$ cat src/ccp_pkg.sv
/*
  ccp_pkg: register offsets, field positions, reset values and mode codes
  for the capture/compare/PWM control block.
  assumes: byte offsets are register indices; bus byte address = 4 * index.
*/
package ccp_pkg;
  // register indices as printed; value registers split into low/high bytes
  localparam logic [11:0] CCP_CH2_VAL_LO = 12'hFA6;
  localparam logic [11:0] CCP_CH2_VAL_HI = 12'hFA7;
  localparam logic [11:0] CCP_CH2_CTRL = 12'hFA8;
  localparam logic [11:0] CCP_CH2_TRIG = 12'hFA9;
  localparam logic [11:0] CCP_CH1_VAL_LO = 12'hFAA;
  localparam logic [11:0] CCP_CH1_VAL_HI = 12'hFAB;
  localparam logic [11:0] CCP_CH1_CTRL = 12'hFAC;
  localparam logic [11:0] CCP_CH1_TRIG = 12'hFAD;
  localparam logic [11:0] CCP_TMR_BIND = 12'hFAE;
  localparam logic [11:0] CCP_IRQ_STAT = 12'hFB0;
  localparam logic [11:0] CCP_IRQ_MASK = 12'hFB1;
  localparam logic [11:0] CCP_PWM_DUTY3 = 12'hFB2;
  localparam logic [11:0] CCP_PWM_DUTY4 = 12'hFB3;
  localparam int CCP_ADDR_LSB = 2;
  // control register fields
  localparam int CCP_EN_BIT = 7;
  localparam int CCP_OUT_BIT = 5;
  localparam int CCP_FMT_BIT = 4;
  localparam logic [7:0] CCP_TMR_BIND_RST = 8'h55;
  localparam logic [7:0] CCP_CTRL_RST = 8'h00;
  localparam logic [1:0] CCP_TSEL_RSVD = 2'h0;
  // mode codes
  localparam logic [3:0] CCP_M_OFF = 4'h0;
  localparam logic [3:0] CCP_M_TOG_CLR = 4'h1;
  localparam logic [3:0] CCP_M_TOG = 4'h2;
  localparam logic [3:0] CCP_M_CAP_ANY = 4'h3;
  localparam logic [3:0] CCP_M_CAP_FALL = 4'h4;
  localparam logic [3:0] CCP_M_CAP_RISE = 4'h5;
  localparam logic [3:0] CCP_M_CAP_R4 = 4'h6;
  localparam logic [3:0] CCP_M_CAP_R16 = 4'h7;
  localparam logic [3:0] CCP_M_SET = 4'h8;
  localparam logic [3:0] CCP_M_CLR = 4'h9;
  localparam logic [3:0] CCP_M_PULSE = 4'hA;
  localparam logic [3:0] CCP_M_PULSE_CLR = 4'hB;
  localparam logic [1:0] CCP_PWM_HI = 2'h3;
  localparam logic [3:0] CCP_PRESC_4 = 4'h3;
  localparam logic [3:0] CCP_PRESC_16 = 4'hF;
  typedef enum logic [1:0] {CCP_CLS_OFF, CCP_CLS_CAP, CCP_CLS_CMP, CCP_CLS_PWM} ccp_cls_t;
endpackage

$ cat src/ccp_edge.sv
/*
  ccp_edge: two-flop synchroniser and edge detector for one capture source.
  assumes: input is asynchronous to sys_clk.
*/
`timescale 1ns/1ps
module ccp_edge (
  input wire logic sys_clk,
  input wire logic reset,
  input wire logic async_in,
  output logic level,
  output logic rise,
  output logic fall
);
  logic meta_r;
  logic sync_r;
  logic prev_r;
  always_ff @(posedge sys_clk) begin
    if (reset) begin
      meta_r <= 1'b0;
      sync_r <= 1'b0;
      prev_r <= 1'b0;
    end else begin
      meta_r <= async_in;
      sync_r <= meta_r;
      prev_r <= sync_r;
    end
  end
  assign level = sync_r;
  assign rise = sync_r & ~prev_r;
  assign fall = ~sync_r & prev_r;
endmodule // ccp_edge

$ cat src/ccp_pwm.sv
/*
  ccp_pwm: 10-bit PWM engine on an 8-bit period timer plus two low bits.
  assumes: timer count, period limit and increment pulse come from the
  selected timer on sys_clk; tick marks each increment of the 10-bit base.
*/
`timescale 1ns/1ps
module ccp_pwm
  import ccp_pkg::*;
(
  input wire logic sys_clk,
  input wire logic reset,
  input wire logic run,
  input wire logic tick,
  input wire logic [7:0] tmr_cnt,
  input wire logic [1:0] tmr_low,
  input wire logic [7:0] period,
  input wire logic [9:0] duty,
  output logic pwm_out,
  output logic period_evt
);
  logic [9:0] duty_buf_r;
  logic out_r;
  logic wrap;
  // wrap happens on the increment taken while count equals limit and the low bits are 3
  assign wrap = tick && tmr_cnt == period && tmr_low == 2'h3;
  assign period_evt = run && wrap;
  always_ff @(posedge sys_clk) begin
    if (reset) begin
      duty_buf_r <= 10'h000;
    end else if (period_evt) begin
      duty_buf_r <= duty;
    end
  end
  always_ff @(posedge sys_clk) begin
    if (reset || !run) begin
      out_r <= 1'b0;
    end else if (wrap) begin
      out_r <= duty != 10'h000;
    end else if (tick && {tmr_cnt, tmr_low} + 10'h001 == duty_buf_r) begin
      // drops as the base steps onto the width, so high for width steps
      out_r <= 1'b0;
    end
  end
  assign pwm_out = out_r;
endmodule // ccp_pwm

$ cat src/ccp_top.sv
/*
  ccp_top: two capture/compare/PWM channels, two plain PWM channels, timer
  binding select, interrupt status/mask, classic Wishbone slave.
  assumes: timers, comparators, pin-change logic live outside; timer values
  and tick pulses are on sys_clk; pins and comparator outputs are async.
*/
// The implementer's own choice: the Wishbone interface to the registers.
`timescale 1ns/1ps
module ccp_top
  import ccp_pkg::*;
#(
  parameter int NCH = 2
) (
  input wire logic sys_clk,
  input wire logic reset,
  input wire logic wb_cyc_i,
  input wire logic wb_stb_i,
  input wire logic wb_we_i,
  input wire logic [13:0] wb_adr_i,
  input wire logic [3:0] wb_sel_i,
  input wire logic [31:0] wb_dat_i,
  output logic [31:0] wb_dat_o,
  output logic wb_ack_o,
  input wire logic [15:0] timer_one,
  input wire logic [15:0] timer_three,
  input wire logic [15:0] timer_five,
  input wire logic [7:0] period_timer_count [3],
  input wire logic [1:0] period_timer_low [3],
  input wire logic [2:0] period_timer_tick,
  input wire logic [7:0] period_limit [3],
  input wire logic [NCH-1:0] input_pin,
  input wire logic comparator_one_result,
  input wire logic comparator_two_result,
  input wire logic pin_change_event,
  output logic [2:0] cc_timer_clear,
  output logic [2:0] period_timer_clear,
  output logic [NCH-1:0] channel_out,
  output logic [1:0] pwm_out,
  output logic irq
);
  // register map and clear wiring are laid out for two channels only
  if (NCH != 2) begin : g_nch_chk
    $error("ccp_top supports exactly two channels");
  end
  // index is twelve bits of a fourteen-bit byte address
  if (CCP_ADDR_LSB != 2) begin : g_lsb_chk
    $error("ccp_top expects four-byte register spacing");
  end

  logic [7:0] ctrl_r [NCH];
  logic [1:0] trig_r [NCH];
  logic [15:0] val_r [NCH];
  logic [7:0] bind_r;
  logic [9:0] pduty_r [2];
  logic [3:0] stat_r;
  logic [3:0] mask_r;
  logic [3:0] evt;
  logic [NCH-1:0] ch_out_r;
  logic wr;
  logic rd_ok;
  logic [11:0] idx;
  logic [31:0] rd_nxt;
  logic cmp1_lvl;
  logic cmp2_lvl;
  logic cmp1_rise;
  logic cmp2_rise;
  logic cmp1_fall;
  logic cmp2_fall;
  logic pc_rise;
  logic [2:0] cc_clr_nxt;
  logic [2:0] pt_clr_nxt;

  // sel[0] gates every write; lanes 2-3 carry no register, lane 1 only duty bits 15:14
  assign idx = wb_adr_i[13:CCP_ADDR_LSB];
  assign wr = wb_cyc_i && wb_stb_i && wb_we_i && !wb_ack_o && wb_sel_i[0];

  // comparator and pin-change sources are shared by both channels
  ccp_edge u_cmp1 (.sys_clk(sys_clk), .reset(reset), .async_in(comparator_one_result),
    .level(cmp1_lvl), .rise(cmp1_rise), .fall(cmp1_fall));
  ccp_edge u_cmp2 (.sys_clk(sys_clk), .reset(reset), .async_in(comparator_two_result),
    .level(cmp2_lvl), .rise(cmp2_rise), .fall(cmp2_fall));
  ccp_edge u_pc (.sys_clk(sys_clk), .reset(reset), .async_in(pin_change_event),
    .level(), .rise(pc_rise), .fall());

  // binding and plain PWM duty registers
  always_ff @(posedge sys_clk) begin
    if (reset) begin
      bind_r <= CCP_TMR_BIND_RST;
      pduty_r[0] <= 10'h000;
      pduty_r[1] <= 10'h000;
    end else if (wr) begin
      if (idx == CCP_TMR_BIND) bind_r <= wb_dat_i[7:0];
      if (idx == CCP_PWM_DUTY3) pduty_r[0] <= {wb_dat_i[7:0], wb_dat_i[15:14]};
      if (idx == CCP_PWM_DUTY4) pduty_r[1] <= {wb_dat_i[7:0], wb_dat_i[15:14]};
    end
  end

  // interrupt status and mask; hardware set wins over write-one clear
  always_ff @(posedge sys_clk) begin
    if (reset) begin
      stat_r <= 4'h0;
      mask_r <= 4'h0;
    end else begin
      stat_r <= (stat_r & ~((wr && idx == CCP_IRQ_STAT) ? wb_dat_i[3:0] : 4'h0)) | evt;
      if (wr && idx == CCP_IRQ_MASK) mask_r <= wb_dat_i[3:0];
    end
  end
  assign irq = |(stat_r & mask_r);

  genvar g;
  generate
    for (g = 0; g < NCH; g++) begin : g_ch
      logic [11:0] i_ctrl;
      logic [11:0] i_trig;
      logic [11:0] i_lo;
      logic [11:0] i_hi;
      logic [1:0] tsel;
      logic [3:0] mode;
      logic en;
      ccp_cls_t cls;
      logic pin_lvl;
      logic pin_rise;
      logic pin_fall;
      logic s_rise;
      logic s_fall;
      logic [3:0] presc_r;
      logic cap_hit;
      logic [15:0] tval;
      logic match;
      logic match_seen_r;
      logic pulse_r;
      logic pwm_lvl;
      logic pwm_evt;
      logic [9:0] width;
      logic ctrl_wr;
      assign i_ctrl = (g == 0) ? CCP_CH1_CTRL : CCP_CH2_CTRL;
      assign i_trig = (g == 0) ? CCP_CH1_TRIG : CCP_CH2_TRIG;
      assign i_lo = (g == 0) ? CCP_CH1_VAL_LO : CCP_CH2_VAL_LO;
      assign i_hi = (g == 0) ? CCP_CH1_VAL_HI : CCP_CH2_VAL_HI;
      assign tsel = bind_r[2*g +: 2];
      assign mode = ctrl_r[g][3:0];
      assign en = ctrl_r[g][CCP_EN_BIT] && tsel != CCP_TSEL_RSVD;
      assign ctrl_wr = wr && idx == i_ctrl;

      // reserved binding code counts as a disabled channel
      always_comb begin
        if (!en || mode == CCP_M_OFF) cls = CCP_CLS_OFF;
        else if (mode[3:2] == CCP_PWM_HI) cls = CCP_CLS_PWM;
        else if (mode >= CCP_M_CAP_ANY && mode <= CCP_M_CAP_R16) cls = CCP_CLS_CAP;
        else cls = CCP_CLS_CMP;
      end

      // pin input is asynchronous: two flops before any use
      ccp_edge u_pin (.sys_clk(sys_clk), .reset(reset), .async_in(input_pin[g]),
        .level(pin_lvl), .rise(pin_rise), .fall(pin_fall));

      // trigger source; pin-change is an event, so only its rise counts
      always_comb begin
        unique case (trig_r[g])
          2'h0: begin s_rise = pin_rise; s_fall = pin_fall; end
          2'h1: begin s_rise = cmp1_rise; s_fall = cmp1_fall; end
          2'h2: begin s_rise = cmp2_rise; s_fall = cmp2_fall; end
          default: begin s_rise = pc_rise; s_fall = 1'b0; end
        endcase
      end

      // capture/compare timer 1/3/5 by binding code
      always_comb begin
        unique case (tsel)
          2'h1: tval = timer_one;
          2'h2: tval = timer_three;
          default: tval = timer_five;
        endcase
      end

      // prescale restarts whenever the channel leaves capture
      always_ff @(posedge sys_clk) begin
        if (reset || cls != CCP_CLS_CAP) presc_r <= 4'h0;
        else if (s_rise) presc_r <= presc_r + 4'h1;
      end

      always_comb begin
        unique case (mode)
          CCP_M_CAP_ANY: cap_hit = s_rise | s_fall;
          CCP_M_CAP_FALL: cap_hit = s_fall;
          CCP_M_CAP_RISE: cap_hit = s_rise;
          CCP_M_CAP_R4: cap_hit = s_rise && presc_r[1:0] == CCP_PRESC_4[1:0];
          CCP_M_CAP_R16: cap_hit = s_rise && presc_r == CCP_PRESC_16;
          default: cap_hit = 1'b0;
        endcase
      end

      // match fires once per equal run; avoids repeat while timer holds
      assign match = cls == CCP_CLS_CMP && tval == val_r[g] && !match_seen_r;
      always_ff @(posedge sys_clk) begin
        if (reset) match_seen_r <= 1'b0;
        else match_seen_r <= cls == CCP_CLS_CMP && tval == val_r[g];
      end

      // width alignment of the value register
      assign width = ctrl_r[g][CCP_FMT_BIT] ? {val_r[g][15:8], val_r[g][7:6]}
                                             : val_r[g][9:0];
      ccp_pwm u_pwm (.sys_clk(sys_clk), .reset(reset), .run(cls == CCP_CLS_PWM),
        .tick(period_timer_tick[tsel - 2'h1]), .tmr_cnt(period_timer_count[tsel - 2'h1]),
        .tmr_low(period_timer_low[tsel - 2'h1]), .period(period_limit[tsel - 2'h1]),
        .duty(width), .pwm_out(pwm_lvl), .period_evt(pwm_evt));

      // status bits: channels first, then the two plain PWMs
      assign evt[g] = (cls == CCP_CLS_CAP && cap_hit) || match || pwm_evt;

      // output bit is never stored; reads show the live level
      always_ff @(posedge sys_clk) begin
        if (reset) begin
          ctrl_r[g] <= CCP_CTRL_RST;
          trig_r[g] <= 2'h0;
        end else begin
          if (ctrl_wr) ctrl_r[g] <= {wb_dat_i[7], 2'h0, wb_dat_i[4:0]};
          if (wr && idx == i_trig) trig_r[g] <= wb_dat_i[1:0];
        end
      end

      // capture overrides a same-cycle software write
      always_ff @(posedge sys_clk) begin
        if (reset) val_r[g] <= 16'h0000;
        else if (cls == CCP_CLS_CAP && cap_hit) val_r[g] <= tval;
        else if (wr && idx == i_lo) val_r[g][7:0] <= wb_dat_i[7:0];
        else if (wr && idx == i_hi) val_r[g][15:8] <= wb_dat_i[7:0];
      end

      // pulse modes hold the output high for a single cycle
      always_ff @(posedge sys_clk) begin
        if (reset) pulse_r <= 1'b0;
        else pulse_r <= match && mode[3:1] == CCP_M_PULSE[3:1];
      end

      // set/clear result stays latched until disable or mode 0000
      always_ff @(posedge sys_clk) begin
        if (reset || !en || mode == CCP_M_OFF) ch_out_r[g] <= 1'b0;
        else if (cls == CCP_CLS_PWM) ch_out_r[g] <= pwm_lvl;
        else if (match) begin
          unique case (mode)
            CCP_M_SET: ch_out_r[g] <= 1'b1;
            CCP_M_CLR: ch_out_r[g] <= 1'b0;
            CCP_M_PULSE, CCP_M_PULSE_CLR: ch_out_r[g] <= 1'b1;
            default: ch_out_r[g] <= ~ch_out_r[g];
          endcase
        end else if (pulse_r && mode[3:1] == CCP_M_PULSE[3:1]) ch_out_r[g] <= 1'b0;
      end
    end
  endgenerate
  // one output flop per channel; PWM level arrives a cycle late
  assign channel_out = ch_out_r;

  // plain PWM channels on period timers 2/4/6
  generate
    for (g = 0; g < 2; g++) begin : g_pwm
      logic [1:0] psel;
      logic pevt;
      logic [1:0] pi;
      assign psel = bind_r[4 + 2*g +: 2];
      assign pi = psel - 2'h1;
      ccp_pwm u_p (.sys_clk(sys_clk), .reset(reset), .run(psel != CCP_TSEL_RSVD),
        .tick(period_timer_tick[pi]), .tmr_cnt(period_timer_count[pi]),
        .tmr_low(period_timer_low[pi]), .period(period_limit[pi]),
        .duty(pduty_r[g]), .pwm_out(pwm_out[g]), .period_evt(pevt));
      assign evt[2+g] = pevt;
    end
  endgenerate

  // timer clear pulses: codes 0001/1011 clear 1/3/5 on match, any period-timer wrap clears 2/4/6
  always_comb begin
    cc_clr_nxt = 3'h0;
    pt_clr_nxt = 3'h0;
    for (int c = 0; c < NCH; c++) begin
      if (g_ch[0].match && c == 0 && (ctrl_r[0][3:0] == CCP_M_TOG_CLR
          || ctrl_r[0][3:0] == CCP_M_PULSE_CLR))
        cc_clr_nxt[bind_r[1:0] - 2'h1] = 1'b1;
      if (g_ch[1].match && c == 1 && (ctrl_r[1][3:0] == CCP_M_TOG_CLR
          || ctrl_r[1][3:0] == CCP_M_PULSE_CLR))
        cc_clr_nxt[bind_r[3:2] - 2'h1] = 1'b1;
    end
    for (int t = 0; t < 3; t++) begin
      if (period_timer_tick[t] && period_timer_low[t] == 2'h3
          && period_timer_count[t] == period_limit[t])
        pt_clr_nxt[t] = 1'b1;
    end
  end
  assign cc_timer_clear = cc_clr_nxt;
  assign period_timer_clear = pt_clr_nxt;

  // read mux
  always_comb begin
    rd_ok = 1'b1;
    rd_nxt = 32'h0000_0000;
    unique case (idx)
      CCP_CH1_VAL_LO: rd_nxt[7:0] = val_r[0][7:0];
      CCP_CH1_VAL_HI: rd_nxt[7:0] = val_r[0][15:8];
      CCP_CH1_CTRL: rd_nxt[7:0] = {ctrl_r[0][7], 1'b0, ch_out_r[0], ctrl_r[0][4:0]};
      CCP_CH1_TRIG: rd_nxt[1:0] = trig_r[0];
      CCP_CH2_VAL_LO: rd_nxt[7:0] = val_r[1][7:0];
      CCP_CH2_VAL_HI: rd_nxt[7:0] = val_r[1][15:8];
      CCP_CH2_CTRL: rd_nxt[7:0] = {ctrl_r[1][7], 1'b0, ch_out_r[1], ctrl_r[1][4:0]};
      CCP_CH2_TRIG: rd_nxt[1:0] = trig_r[1];
      CCP_TMR_BIND: rd_nxt[7:0] = bind_r;
      CCP_IRQ_STAT: rd_nxt[3:0] = stat_r;
      CCP_IRQ_MASK: rd_nxt[3:0] = mask_r;
      CCP_PWM_DUTY3: rd_nxt[15:0] = {6'h00, pduty_r[0][1:0], pduty_r[0][9:2]};
      CCP_PWM_DUTY4: rd_nxt[15:0] = {6'h00, pduty_r[1][1:0], pduty_r[1][9:2]};
      default: rd_ok = 1'b0;
    endcase
  end

  // one-cycle ack; unmapped reads return zero
  always_ff @(posedge sys_clk) begin
    if (reset) begin
      wb_ack_o <= 1'b0;
      wb_dat_o <= 32'h0000_0000;
    end else begin
      wb_ack_o <= wb_cyc_i && wb_stb_i && !wb_ack_o;
      wb_dat_o <= rd_ok ? rd_nxt : 32'h0000_0000;
    end
  end
endmodule // ccp_top
$ cat config.mk
export PLATFORM = sky130hd
export DESIGN_NAME = ccp_top
export DESIGN_NICKNAME = d
export VERILOG_FILES = /design/src/ccp_pkg.sv /design/src/ccp_edge.sv /design/src/ccp_pwm.sv /design/src/ccp_top.sv
export SDC_FILE = /design/constraint.sdc
export NUM_CORES = 1
export LEC_CHECK = 0
export BUFFER_PORTS_ARGS = -buffer_cell sky130_fd_sc_hd__buf_2
export CORE_MARGIN = 3
export CORE_UTILIZATION = 25
export CTS_CLUSTER_DIAMETER = 80
export CTS_CLUSTER_SIZE = 14
export DETAILED_ROUTE_END_ITERATION = 12
export SYNTH_ARGS = -nofsm -noshare
export SYNTH_HDL_FRONTEND = slang
export SYNTH_SLANG_ARGS = --single-unit
$ cat constraint.sdc
create_clock -name sys_clk -period 5.3 [get_ports sys_clk]
set_input_delay 1.59 -clock sys_clk [delete_from_list [all_inputs] [get_ports sys_clk]]
set_output_delay 1.59 -clock sys_clk [all_outputs]
set_load 0.005 [all_outputs]
==> flow_summary.ini <==
[worst_hold_path]
hold_path_end = g_ch[0].pulse_r
hold_class = flop to flop
holdCritStartpoint = g_ch[0].match_seen_r
whs_path_depth = 1

[final_layout]
drive_gt1_frac = 0.216
instances_no_fill = 2277
area_growth_pct = 16.8
nets = 1766

[outcome]
status = finished, violations left
failed_checks = negative setup slack

[timing]
drv_slew = 0
setup_viol = 3
fin_skew_ns = 0.0194
fin_crit_sh = 1.01
rsz0062_at_grt = yes
slew_headroom = 0.394
setup_ws_ns = -0.0474
timing.fmax_mhz = 187
tns_ns = -0.129
min_period_ns = 5.35
tightest_slew_ns = 0.906
hold_violations = 0

[yosys]
yosys.cell_types.count = 90
ys_top_cells_by_area = edfxtp_1, dfxtp_1, mux2i_1, xnor2_1, xor2_1
ys_seq_area_frac = 0.309
yosys.area.top_type_share = 0.156
synth_largest_area_cell = edfxtp_1
synth_area_um2 = 13100
syn_inst = 1444
async_flop_share = 0
synth.most_common_cell = mux2i_1
synth_edf_count = 68
ys_ff_latch = 168
syn_area_per_cell_um2 = 9.07
yosysWarnings = 0
synth_flop_cell = dfxtp_1
synth_commonest_cells = mux2i_1, nand2_1, nor2_1

[die]
fp.dieH_um = 235
die_area_um2 = 55200
die_x_um = 235
coreArea_um2 = 51600
num_rows = 83
io_pins = 209
start_util = 0.254

[clock_tree]
clock_latency_ns = 0.45
path_clk_slew_ns = 0.08
h-tree-depth = 4
numClockSinks = 168
postCtsHoldBufs = 0
clockBufferDepth = 2
cts_root_buf = clkbuf_16
cts_tree = built
numCtsBuffers = 17

[worst_setup_path]
criticalPathCategory = input pin to primary output
r2r_end = g_ch[0].u_pwm.duty_buf_r[8]
cp_data_required_time_ns = 3.71
end_kind = primary output
max_stage_delay_ns = 0.32
path_common_cell = buf_6
timing.reg2reg.setup_slack_ns = 1.06
crit_start = timer_three[2]
arrival_ns = 3.76
path_max_fanout = 3
rr_worst_depth = 14
cpMaxStageDelayCell = nor4_2
path_cells = buf_6 > a22o_1 > mux2i_2 > xnor2_1 > nor4_2 > buf_4 > nand4_1 > nor3_2 > nand4b_1 > buf_6 > a2bb2o_4 > buf_6
r2r-start = bind_r[0]
startpoint_type = input pin

[global_route]
grt_pass1_wl_um = 73900
grt.total_usage = 0.172
grt_max_degree = 54
grt_overflow = 0
grt_pass1_vias = 11600
antenna_found_initial = 4

[route]
dr.pass1.iters = 7
post_drt_wl_per_cell_um = 22.0
drt_iter0_markers = 1215
ant_nets = 0
dr_total_vias = 12200
drc = 0
drt_wl_total_um = 50200
via_per_inst = 5.37

[pwr]
peakVddDrop_mv = 0.212
power_density_nw_per_um2 = 210
power_w = 0.00321
p_leak_nw = 6.07

[place]
dp_cells = 2238
port_buffers = 159
gp_congestion = 0.968
hpwlAfterDp_um = 38300

[run]
drv_cap = 0
[worst max path at each step]
stage / endpoint / slack, ns / cells past startpoint
floorplan: cc_timer_clear[0] / 0.64 / 8
global placement: cc_timer_clear[2] / -0.16 / 11
detailed placement: cc_timer_clear[1] / -0.18 / 11
CTS: cc_timer_clear[2] / -0.01 / 11
global route: cc_timer_clear[1] / -0.11 / 12
finish: cc_timer_clear[1] / -0.05 / 12
[critical path: cells and delay by family]
kind,cells,cell delay (ns)
buffers and inverters,4,0.51
AOI/OAI and AO/OA,2,0.42
and+or+nand+nor,4,0.92
xor gates and xnor gates,1,0.11
muxes,1,0.20
[layout make-up]
| cell class | instances | area [µm²] |
|---|---|---|
| well taps | 680 | 851 |
| flip-flops and latches | 168 | 4040 |
| multi-input cells | 1163 | 8470 |
| diodes | 2 | 5.00 |
| clock buffers | 18 | 450 |
| inverters | 23 | 86.3 |
| repair buffers | 209 | 1220 |
| fillers | 5388 | 36300 |
| clock inverters | 14 | 170 |
[registers in the layout, indices dropped and copies added, names as in the netlist, 2 cells and up]
signal / flops
g_ch.u_pin.prev_r: 2
g_pwm.u_p.duty_buf_r: 20
g_ch.pulse_r: 2
g_ch.u_pwm.duty_buf_r: 20
bind_r: 8
g_ch.u_pin.level: 2
pduty_r: 20
g_ch.u_pin.meta_r: 2
val_r: 32
trig_r: 4
mask_r: 4
g_ch.u_pwm.pwm_out: 2
wb_dat_o: 10
g_ch.match_seen_r: 2
channel_out: 2
g_ch.presc_r: 8
ctrl_r: 12
stat_r: 4
g_pwm.u_p.pwm_out: 2
[cells by family (layout without fill, tap and decap cells)]
kind of cell               count (synthesis)  in the layout  share of synthesized area
AOI/OAI and AO/OA                        335            335                      0.191
other                                      1             24                   0.000286
muxes                                    162            162                      0.133
adders and majority gates                 19             19                     0.0181
and+or+nand+nor                          468            468                      0.186
DFF                                      168            168                      0.309
buffers and inverters                    134            264                     0.0568
xor gates and xnor gates                 157            157                      0.105
[report_power, final]
group          leakage, nW  internal (W)  switching [W]
Combinational         4.26      0.000196       0.000298
Sequential            1.51       0.00137      0.0000449
Clock                0.305      0.000672       0.000636
[cells in the final DEF, fill, tap and decap left out, types with 10 or more instances in the layout]
| cell type | n |
|---|---|
| a31oi_1 | 12 |
| conb_1 | 22 |
| a32o_1 | 11 |
| a22oi_2 | 10 |
| dfxtp_1 | 100 |
| buf_2 | 152 |
| nor3_1 | 25 |
| xnor2_1 | 96 |
| and3_1 | 17 |
| nor2_1 | 110 |
| nand3_1 | 29 |
| a21oi_1 | 48 |
| clkbuf_16 | 18 |
| xor2_1 | 61 |
| nor4_1 | 22 |
| o21ai_0 | 67 |
| nand2_1 | 110 |
| a22oi_1 | 54 |
| buf_4 | 48 |
| mux2_2 | 28 |
| a22o_1 | 16 |
| inv_1 | 20 |
| mux2i_1 | 108 |
| nand4_1 | 17 |
| nand3b_1 | 31 |
| nand2b_1 | 14 |
| o2bb2ai_1 | 11 |
| mux2_1 | 14 |
| nor2b_1 | 25 |
| ha_1 | 15 |
| edfxtp_1 | 68 |
| and2_1 | 22 |
[through the flow]
| stage | area, µm² | hold WS (ns) | setup slack [ns] | util |
|---|---|---|---|---|
| final | 15300 | 0.419 | -0.0474 | 0.296 |
| after global routing | 15300 | 0.442 | -0.111 | 0.296 |
| after CTS | 15200 | 0.423 | -0.0124 | 0.294 |
| after detailed placement | 14500 | 0.411 | -0.178 | 0.281 |
| after global placement | 14500 | 0.407 | -0.157 | 0.281 |
| after floorplan | 13200 | 0.397 | 0.642 | - |
[per-layer routing]
| layer | wire [µm] | global-route usage |
|---|---|---|
| met3 | 3930 | 0.0326 |
| met1 | 22000 | 0.238 |
| met5 | 34 | 0 |
| met4 | 1160 | 0.0423 |
| met2 | 23100 | 0.277 |
[timing repair]
item | in CTS | in global routing
buffers inserted | 1 | 4
cloned | 0 | 0
pin swaps | 3 | 5
gates resized for setup | 8 | 18
endpoints found under the setup margin | 3 | 3
No activity file was read; power rests on OpenSTA's default activity.
